`config.mk`:
```
export PLATFORM = sky130hd
export DESIGN_NAME = board_strap_glue
export DESIGN_NICKNAME = d
export VERILOG_FILES = /design/src/strap_glue_pkg.sv /design/src/board_strap_glue.sv /design/src/mem_wait_timer.sv
export SDC_FILE = /design/constraint.sdc
export NUM_CORES = 1
export LEC_CHECK = 0
export BUFFER_PORTS_ARGS = -buffer_cell sky130_fd_sc_hd__buf_2
export CORE_ASPECT_RATIO = 0.9
export CORE_MARGIN = 2
export CORE_UTILIZATION = 40
export DETAILED_ROUTE_END_ITERATION = 8
export PLACE_DENSITY = 0.72
export SYNTH_ARGS = -nofsm -noshare
export SYNTH_HDL_FRONTEND = slang
export SYNTH_SLANG_ARGS = --single-unit
```
`constraint.sdc`:
```
create_clock -name sys_clk -period 1.6 [get_ports sys_clk]
set_clock_uncertainty 0.1 [all_clocks]
set_input_delay 0 -clock sys_clk [delete_from_list [all_inputs] [get_ports sys_clk]]
set_output_delay 0 -clock sys_clk [all_outputs]
set_load 0.005 [all_outputs]
```
`src/strap_glue_pkg.sv`:
```
// constants shared by the strap glue logic and its wait-cycle timer
package strap_glue_pkg;

  // ************************************************************
  // register map on the plain register port
  // ************************************************************
  localparam logic [3:0] REG_CTRL      = 4'h0;
  localparam logic [3:0] REG_STATUS    = 4'h4;
  localparam logic [3:0] REG_AM_STRAPS = 4'h8;
  localparam logic [7:0] CTRL_RESET    = 8'h01;

  // control fields
  localparam int CTRL_SLAVE_EN   = 0;
  localparam int CTRL_FORCE_SLOW = 1;

  // status fields
  localparam int ST_RESET_PROP = 0;
  localparam int ST_DMA_FULL   = 1;
  localparam int ST_DMA_MIXED  = 2;
  localparam int ST_RAM_FAST   = 3;
  localparam int ST_EPROM_FAST = 4;
  localparam int ST_MEM_BUSY   = 5;
  localparam int ST_SLAVE_SEL  = 6;

  // ************************************************************
  // strap encodings (pulled up, a fitted jumper pulls low)
  // ************************************************************
  localparam logic [1:0] AM_STRAP_LOW  = 2'b00;
  localparam logic [1:0] AM_STRAP_ANY  = 2'b01;
  localparam logic [1:0] AM_STRAP_OPEN = 2'b11;
  localparam int         WAIT_RAM_BIT   = 0;
  localparam int         WAIT_EPROM_BIT = 1;

  // ************************************************************
  // address modifier and memory layout
  // ************************************************************
  localparam logic [2:0] AM_UPPER_STD   = 3'b111;
  localparam logic [1:0] AM_LOW_BLOCK   = 2'b11;
  localparam logic [1:0] AM_LOW_MULTI   = 2'b00;
  localparam int         EPROM_TIER_BIT = 17;
  localparam int         RAM_TIER_BIT   = 16;

  // slow access: acknowledge four processor clocks after select
  localparam int SLOW_ACK_CYCLES = 4;

endpackage

```
`src/board_strap_glue.sv`:
```
// strap-configured glue: bus reset, slave modifier match, memory decode and pacing, dma routing
//
// Behaviour
// - a local reset drives the backplane bus reset only while the propagate strap is enabled.
// - the dual-ported RAM slave answers only when modifier lines 5 to 3 are all high.
// - each of modifier lines 2 to 0 is compared with its strap: must be low, ignored, or high.
// - a modifier strap left open requires that modifier line to be high.
// - block-transfer modifier codes never select the slave; only single transfers do.
// - straps ignore, low, high on lines 2, 1, 0 match codes 3D and 39 both.
// - fast memory timing acknowledges right after the memory select, with no wait cycle.
// - slow memory timing, the open-strap default, acknowledges four clocks after select.
// - static RAM and EPROM take their timing from separate straps.
// - first-tier devices of each socket pair sit at the lower addresses, second tier above.
// - the upper byte lane selects one socket column and the lower lane the other.
// - the decoder spans 256 Kbyte of EPROM and 128 Kbyte of RAM in four byte-wide parts each.
// - full-duplex routing puts port A receive on channel 2 and port A transmit on channel 3.
// - half-duplex routing shares channel 2 for port A and channel 3 for port B.
// - the two routing straps act as one setting; a mixed setting routes nothing.
module board_strap_glue
  import strap_glue_pkg::*;
#(
  parameter logic [23:0] EPROM_BASE = 24'h00_0000,
  parameter logic [23:0] RAM_BASE   = 24'h04_0000
) (
  // clock and reset
  input  wire logic        sys_clk,
  input  wire logic        rst,
  // straps
  input  wire logic        bus_reset_propagate_strap,
  input  wire logic [5:0]  modifier_match_straps,
  input  wire logic [1:0]  memory_wait_straps,
  input  wire logic        dma_route_strap_first,
  input  wire logic        dma_route_strap_second,
  // reset
  input  wire logic        local_reset_req,
  output logic             bus_reset_q,
  // backplane slave
  input  wire logic        vme_addr_hit,
  input  wire logic [5:0]  vme_am,
  output logic             dpram_sel_q,
  // local processor bus
  input  wire logic [23:1] cpu_addr,
  input  wire logic        cpu_strobe,
  input  wire logic        cpu_upper,
  input  wire logic        cpu_lower,
  output logic [3:0]       mem_sel_hi_q,
  output logic [3:0]       mem_sel_lo_q,
  output logic             mem_ack_q,
  // serial dma
  input  wire logic        ser_a_rx_req,
  input  wire logic        ser_a_tx_req,
  input  wire logic        ser_b_req,
  input  wire logic        dma_ch2_ack,
  input  wire logic        dma_ch3_ack,
  output logic             dma_ch2_req_q,
  output logic             dma_ch3_req_q,
  output logic             ser_a_rx_ack_q,
  output logic             ser_a_tx_ack_q,
  output logic             ser_b_ack_q,
  // register port
  input  wire logic [3:0]  reg_addr,
  input  wire logic [7:0]  reg_wdata,
  input  wire logic        reg_wr,
  input  wire logic        reg_rd,
  output logic [7:0]       reg_rdata_q
);

  // ************************************************************
  // pin synchronisers
  // ************************************************************
  localparam int SW = 24;

  logic [SW-1:0] sync1_q;
  logic [SW-1:0] sync2_q;

  // not reset: straps must be sampled during reset to steer the bus reset
  always_ff @(posedge sys_clk) begin
    sync1_q <= {bus_reset_propagate_strap, modifier_match_straps, memory_wait_straps,
                dma_route_strap_first, dma_route_strap_second, local_reset_req,
                vme_addr_hit, vme_am, ser_a_rx_req, ser_a_tx_req, ser_b_req,
                dma_ch2_ack, dma_ch3_ack};
    sync2_q <= sync1_q;
  end

  logic       prop_s;
  logic [5:0] am_st_s;
  logic [1:0] wait_st_s;
  logic       route1_s;
  logic       route2_s;
  logic       lrst_s;
  logic       hit_s;
  logic [5:0] am_s;
  logic       a_rx_s;
  logic       a_tx_s;
  logic       b_req_s;
  logic       ch2_ack_s;
  logic       ch3_ack_s;

  assign {prop_s, am_st_s, wait_st_s, route1_s, route2_s, lrst_s, hit_s, am_s,
          a_rx_s, a_tx_s, b_req_s, ch2_ack_s, ch3_ack_s} = sync2_q;

  // ************************************************************
  // control register
  // ************************************************************
  logic [7:0] ctrl_q;

  always_ff @(posedge sys_clk) begin
    if (rst) begin
      ctrl_q <= CTRL_RESET;
    end else if (reg_wr && reg_addr == REG_CTRL) begin
      ctrl_q <= reg_wdata;
    end
  end

  // ************************************************************
  // backplane reset
  // ************************************************************
  always_ff @(posedge sys_clk) begin
    bus_reset_q <= prop_s && (rst || lrst_s);
  end

  // ************************************************************
  // slave modifier match
  // ************************************************************
  function automatic logic am_match(input logic [5:0] am, input logic [5:0] st);
    logic ok;
    ok = (am[5:3] == AM_UPPER_STD);
    ok = ok && am[1:0] != AM_LOW_BLOCK && am[1:0] != AM_LOW_MULTI;
    for (int i = 0; i < 3; i++) begin
      if (st[2*i +: 2] == AM_STRAP_LOW) begin
        ok = ok && !am[i];
      end else if (st[2*i +: 2] != AM_STRAP_ANY) begin
        ok = ok && am[i];
      end
    end
    return ok;
  endfunction

  always_ff @(posedge sys_clk) begin
    if (rst) begin
      dpram_sel_q <= 1'b0;
    end else begin
      dpram_sel_q <= hit_s && ctrl_q[CTRL_SLAVE_EN] && am_match(am_s, am_st_s);
    end
  end

  // ************************************************************
  // local memory decode
  // ************************************************************
  // blocks 0,1: eprom tiers; blocks 2,3: ram tiers
  logic eprom_hit;
  logic ram_hit;
  logic [3:0] blk;

  assign eprom_hit = cpu_strobe && cpu_addr[23:18] == EPROM_BASE[23:18];
  assign ram_hit   = cpu_strobe && cpu_addr[23:17] == RAM_BASE[23:17];

  always_comb begin
    blk = 4'h0;
    if (eprom_hit) begin
      blk[cpu_addr[EPROM_TIER_BIT] ? 1 : 0] = 1'b1;
    end else if (ram_hit) begin
      blk[cpu_addr[RAM_TIER_BIT] ? 3 : 2] = 1'b1;
    end
  end

  logic mem_fast_q;

  always_ff @(posedge sys_clk) begin
    if (rst) begin
      mem_sel_hi_q <= 4'h0;
      mem_sel_lo_q <= 4'h0;
      mem_fast_q   <= 1'b0;
    end else begin
      mem_sel_hi_q <= cpu_upper ? blk : 4'h0;
      mem_sel_lo_q <= cpu_lower ? blk : 4'h0;
      // a fitted jumper reads low and selects fast timing
      mem_fast_q <= !ctrl_q[CTRL_FORCE_SLOW] &&
                    (ram_hit ? !wait_st_s[WAIT_RAM_BIT] : !wait_st_s[WAIT_EPROM_BIT]);
    end
  end

  logic mem_any;
  logic mem_busy_q;

  assign mem_any = |(mem_sel_hi_q | mem_sel_lo_q);

  mem_wait_timer #(
    .DELAY (SLOW_ACK_CYCLES)
  ) u_wait (
    .sys_clk (sys_clk),
    .rst     (rst),
    .mem_sel (mem_any),
    .fast    (mem_fast_q),
    .ack_q   (mem_ack_q),
    .busy_q  (mem_busy_q)
  );

  // ************************************************************
  // serial dma routing
  // ************************************************************
  logic mixed;
  logic full;

  assign mixed = route1_s != route2_s;
  assign full  = route1_s && !mixed;

  always_ff @(posedge sys_clk) begin
    if (rst || mixed) begin
      dma_ch2_req_q  <= 1'b0;
      dma_ch3_req_q  <= 1'b0;
      ser_a_rx_ack_q <= 1'b0;
      ser_a_tx_ack_q <= 1'b0;
      ser_b_ack_q    <= 1'b0;
    end else if (full) begin
      dma_ch2_req_q  <= a_rx_s;
      dma_ch3_req_q  <= a_tx_s;
      ser_a_rx_ack_q <= ch2_ack_s;
      ser_a_tx_ack_q <= ch3_ack_s;
      ser_b_ack_q    <= 1'b0;
    end else begin
      // shared request and acknowledge pins carry both directions
      dma_ch2_req_q  <= a_rx_s;
      dma_ch3_req_q  <= b_req_s;
      ser_a_rx_ack_q <= ch2_ack_s;
      ser_a_tx_ack_q <= 1'b0;
      ser_b_ack_q    <= ch3_ack_s;
    end
  end

  // ************************************************************
  // register read port
  // ************************************************************
  logic [7:0] status;

  always_comb begin
    status                = 8'h00;
    status[ST_RESET_PROP] = prop_s;
    status[ST_DMA_FULL]   = full;
    status[ST_DMA_MIXED]  = mixed;
    status[ST_RAM_FAST]   = !wait_st_s[WAIT_RAM_BIT];
    status[ST_EPROM_FAST] = !wait_st_s[WAIT_EPROM_BIT];
    status[ST_MEM_BUSY]   = mem_busy_q;
    status[ST_SLAVE_SEL]  = dpram_sel_q;
  end

  always_ff @(posedge sys_clk) begin
    if (rst) begin
      reg_rdata_q <= 8'h00;
    end else if (reg_rd && reg_addr == REG_CTRL) begin
      reg_rdata_q <= ctrl_q;
    end else if (reg_rd && reg_addr == REG_STATUS) begin
      reg_rdata_q <= status;
    end else if (reg_rd && reg_addr == REG_AM_STRAPS) begin
      reg_rdata_q <= {2'b00, am_st_s};
    end else begin
      reg_rdata_q <= 8'h00;
    end
  end
endmodule

```
`src/mem_wait_timer.sv`:
```
// wait-cycle counter that paces the local memory acknowledge
module mem_wait_timer
  import strap_glue_pkg::*;
#(
  parameter int DELAY = SLOW_ACK_CYCLES
) (
  // clock and reset
  input  wire logic sys_clk,
  input  wire logic rst,
  // select and timing choice
  input  wire logic mem_sel,
  input  wire logic fast,
  // pacing
  output logic      ack_q,
  output logic      busy_q
);

  localparam int CW = $clog2(DELAY + 1);
  localparam logic [CW-1:0] LAST = CW'(DELAY - 1);

  logic [CW-1:0] cnt_q;

  // counter runs only while select is held
  always_ff @(posedge sys_clk) begin
    if (rst || !mem_sel) begin
      cnt_q <= '0;
    end else if (cnt_q != LAST) begin
      cnt_q <= cnt_q + CW'(1);
    end
  end

  // fast: next edge after select, slow: DELAY edges after select
  always_ff @(posedge sys_clk) begin
    if (rst) begin
      ack_q <= 1'b0;
    end else begin
      ack_q <= mem_sel && (fast || cnt_q == LAST);
    end
  end

  always_ff @(posedge sys_clk) begin
    if (rst) begin
      busy_q <= 1'b0;
    end else begin
      busy_q <= mem_sel;
    end
  end

endmodule

```
==> impl_metrics.env <==
export IMPL_die_x_um=86.2
export IMPL_r2r_setup_slack_ns=0.36
export IMPL_worst_setup_path_end_kind="flop"
export IMPL_syn_area_per_cell_um2=12.1
export IMPL_r2r_cells=4
export IMPL_area_growth_pct=47.0
export IMPL_wl_mm=5.06
export IMPL_rsz0062_at_grt="no"
export IMPL_drc=0
export IMPL_fin_crit_sh_pct=95.5
export IMPL_worstMarginPinSlew_ns=0.354
export IMPL_fin_crit_ns=1.53
export IMPL_io_pins=90
export IMPL_antenna_found_initial=0
export IMPL_setup_tns_ns=0
export IMPL_drt_wirelength_per_cell_um=12.5
export IMPL_grt_max_degree=25
export IMPL_gp_congestion=0.750
export IMPL_hp_start="cpu_addr[20]"
export IMPL_yosysSeqAreaShare_pct=70.0
export IMPL_track_usage_pct=16.6
export IMPL_p_per_area_nw_per_um2=1120
export IMPL_whs_path_depth=5
export IMPL_die_h_um=78.0
export IMPL_rows=26
export IMPL_synth_nets=270
export IMPL_cts_tree="yes"
export IMPL_core_area_um2=5760
export IMPL_ir_worst_vdd_uv=926
export IMPL_synth_xor_area_share_pct=0.360
export IMPL_p_leak_uw=0.00162
export IMPL_synth_cell_area_um2=2430
export IMPL_viasPerCell=4.50
export IMPL_nNetsFinal=399
export IMPL_dieArea_um2=6720
export IMPL_crit_arrival_ns=1.65
export IMPL_reg2reg_from="u_wait.cnt_q[0]$_SDFFE_PP0N_"
export IMPL_initial_core_util_pct=42.2
export IMPL_synth_async_reset_ratio_pct=0
export IMPL_path_max_fanout=10
export IMPL_cts_resized=0
export IMPL_setup_violations=0
export IMPL_grt_overflow=0
export IMPL_cts_buffer_depth=2
export IMPL_synth_simple_area_share_pct=16.7
export IMPL_path_class="in -> reg"
export IMPL_yosysWarningCount=0
export IMPL_drt_pass1_iter_count=4
export IMPL_report_power_total_uw=4020
export IMPL_synth_cells=201
export IMPL_clk_latency_ns=0.34
export IMPL_yosysUniqueCellTypes=32
export IMPL_report_final_slew_viol_count=0
export IMPL_synth_flop_cell="dfxtp_1"
export IMPL_muxShareOfSynthArea_pct=4.53
export IMPL_synth_seq_cells=85
export IMPL_synthAdderAreaFrac_pct=1.54
export IMPL_grt_first_pass_wirelength_mm=8.42
export IMPL_cts_hold_fix_buffers=47
export IMPL_dp_hpwl_mm=3.21
export IMPL_postCtsSetupBuffers=0
export IMPL_port_buffers=74
export IMPL_drt_iter0_drc=102
export IMPL_grt_pass1_vias=1842
export IMPL_worst_slack_ns=0.0724
export IMPL_place_ws_ns=0.267
export IMPL_hold_path_class="in -> reg"
export IMPL_n_antenna_cell=0
export IMPL_synth_top_family_by_area="simple AND/OR/NAND/NOR gates"
export IMPL_synth_compound_area_share_pct=4.58
export IMPL_hold_viol=0
export IMPL_outcome="complete, no violations"
export IMPL_cp_required_ns=1.72
export IMPL_cts_made_buffers=9
export IMPL_synth_edf_count=0
export IMPL_vias=1822
export IMPL_critPathLaunchType="input port"
export IMPL_cap_violations=0
export IMPL_clock_sinks=85
export IMPL_slew_headroom_pct=76.1
export IMPL_r2r_end="u_wait.cnt_q[1]$_SDFFE_PP0N_"
export IMPL_fmax_mhz=655
export IMPL_clk_pin_slew_ns=0.08
export IMPL_drive_gt1_share_pct=27.8
export IMPL_htreeDepth=3
export IMPL_ant_nets=0
export IMPL_holdPathEnd="mem_fast_q$_SDFF_PP0_"
export IMPL_root_buffer="clkbuf_8"
==> cells by family (layout without fill, tap and decap cells) <==
logic type,count (synthesis),in the layout
buffers and inverters,14,148
adder cells (fa/ha/maj),3,3
flip-flops,85,85
multiplexers,11,11
XOR/XNOR,1,1
AND/OR/NAND/NOR,73,73
AO/OA/AOI/OAI,14,14
==> power breakdown <==
group          switching [uW]  leakage (uW)  internal [uW]
clock                     738      0.000111            823
sequential               22.9      0.000705           2190
combinational            86.3      0.000808            157
==> Yosys cell counts (all sizes together) (2+ instances only) <==
cell type / number / share of area [%]
dfxtp: 85 / 70
nor2: 23 / 3.6
nand2b: 17 / 4.4
mux2i: 11 / 4.5
inv: 8 / 1.2
nor3: 7 / 1.4
o32ai: 6 / 2.2
and2: 4 / 1.0
clkbuf: 4 / 0.62
nor2b: 4 / 1.0
and3: 3 / 0.77
ha: 3 / 1.5
nor4: 3 / 0.77
buf: 2 / 0.41
nand3: 2 / 0.41
nor4b: 2 / 0.72
o211ai: 2 / 0.62
==> worst max path at each step <==
stage                     slack (ns)                        end  cells past startpoint         from
after floorplan                 0.39  reg_rdata_q[0]$_SDFF_PP0_                      5  reg_addr[2]
after global placement          0.30  reg_rdata_q[1]$_SDFF_PP0_                      3  reg_addr[3]
after detailed placement        0.27  reg_rdata_q[1]$_SDFF_PP0_                      4          rst
after CTS                       0.13  reg_rdata_q[0]$_SDFF_PP0_                      5  reg_addr[2]
after global routing            0.04  reg_rdata_q[0]$_SDFF_PP0_                      5  reg_addr[2]
final                           0.07  reg_rdata_q[0]$_SDFF_PP0_                      5  reg_addr[2]
==> layout by cell type (no fill, tap or decap), types with 4 or more instances in the layout <==
cell	netlist	routed
nor2_1	23	23
and2_1	4	4
nor2b_1	4	4
inv_1	8	8
o32ai_1	6	6
dfxtp_1	85	85
buf_2	2	74
nor3_1	7	7
nand2b_1	17	17
mux2i_1	11	11
clkbuf_8	0	11
dlygate4sd3_1	0	47
==> worst max-delay path, cell delays in order <==
cell	delay (ns)
dlygate4sd3_1	0.53
buf_2	0.18
or4b_1	0.64
nor2_1	0.19
o32ai_1	0.10
==> through the flow <==
step / util, % / cell area, um2 / hold slack [ns] / cells
finish: 62.1 / 3570 / 0.0569 / 405
global route: 62.1 / 3570 / 0.0709 / 405
CTS: 62.1 / 3570 / 0.0263 / 405
detailed placement: 50.1 / 2890 / 0.00356 / 342
global placement: 50.1 / 2890 / 0.00262 / 342
floorplan: - / 2430 / -0.0723 / 201
==> sequential cells by signal (all words and copies together) (netlist names), 3 cells and up <==
signal        count
ctrl_q            8
mem_sel_hi_q      4
sync2_q          24
reg_rdata_q       8
mem_sel_lo_q      4
u_wait.cnt_q      3
sync1_q          24
==> cell type report <==
cell class                 count  area, um2
fill                         448       2180
sequential                    85       1700
tap                           70       87.6
timing repair buffer         124        863
clock inverter                 5       65.1
inverter                       8       30.0
multi-input combinational    102        674
clock buffer                  11        151
==> per-layer routing <==
| layer | up-vias | global-route usage, % | routed length, um |
|---|---|---|---|
| li1 | 936 | - | - |
| met1 | 825 | 18.7 | 2150 |
| met2 | 48 | 27.8 | 2550 |
| met3 | 13 | 6.91 | 266 |
| met5 | - | 0 | 0 |
| met4 | 0 | 6.72 | 102 |
Power figures use the tool's default switching activity.
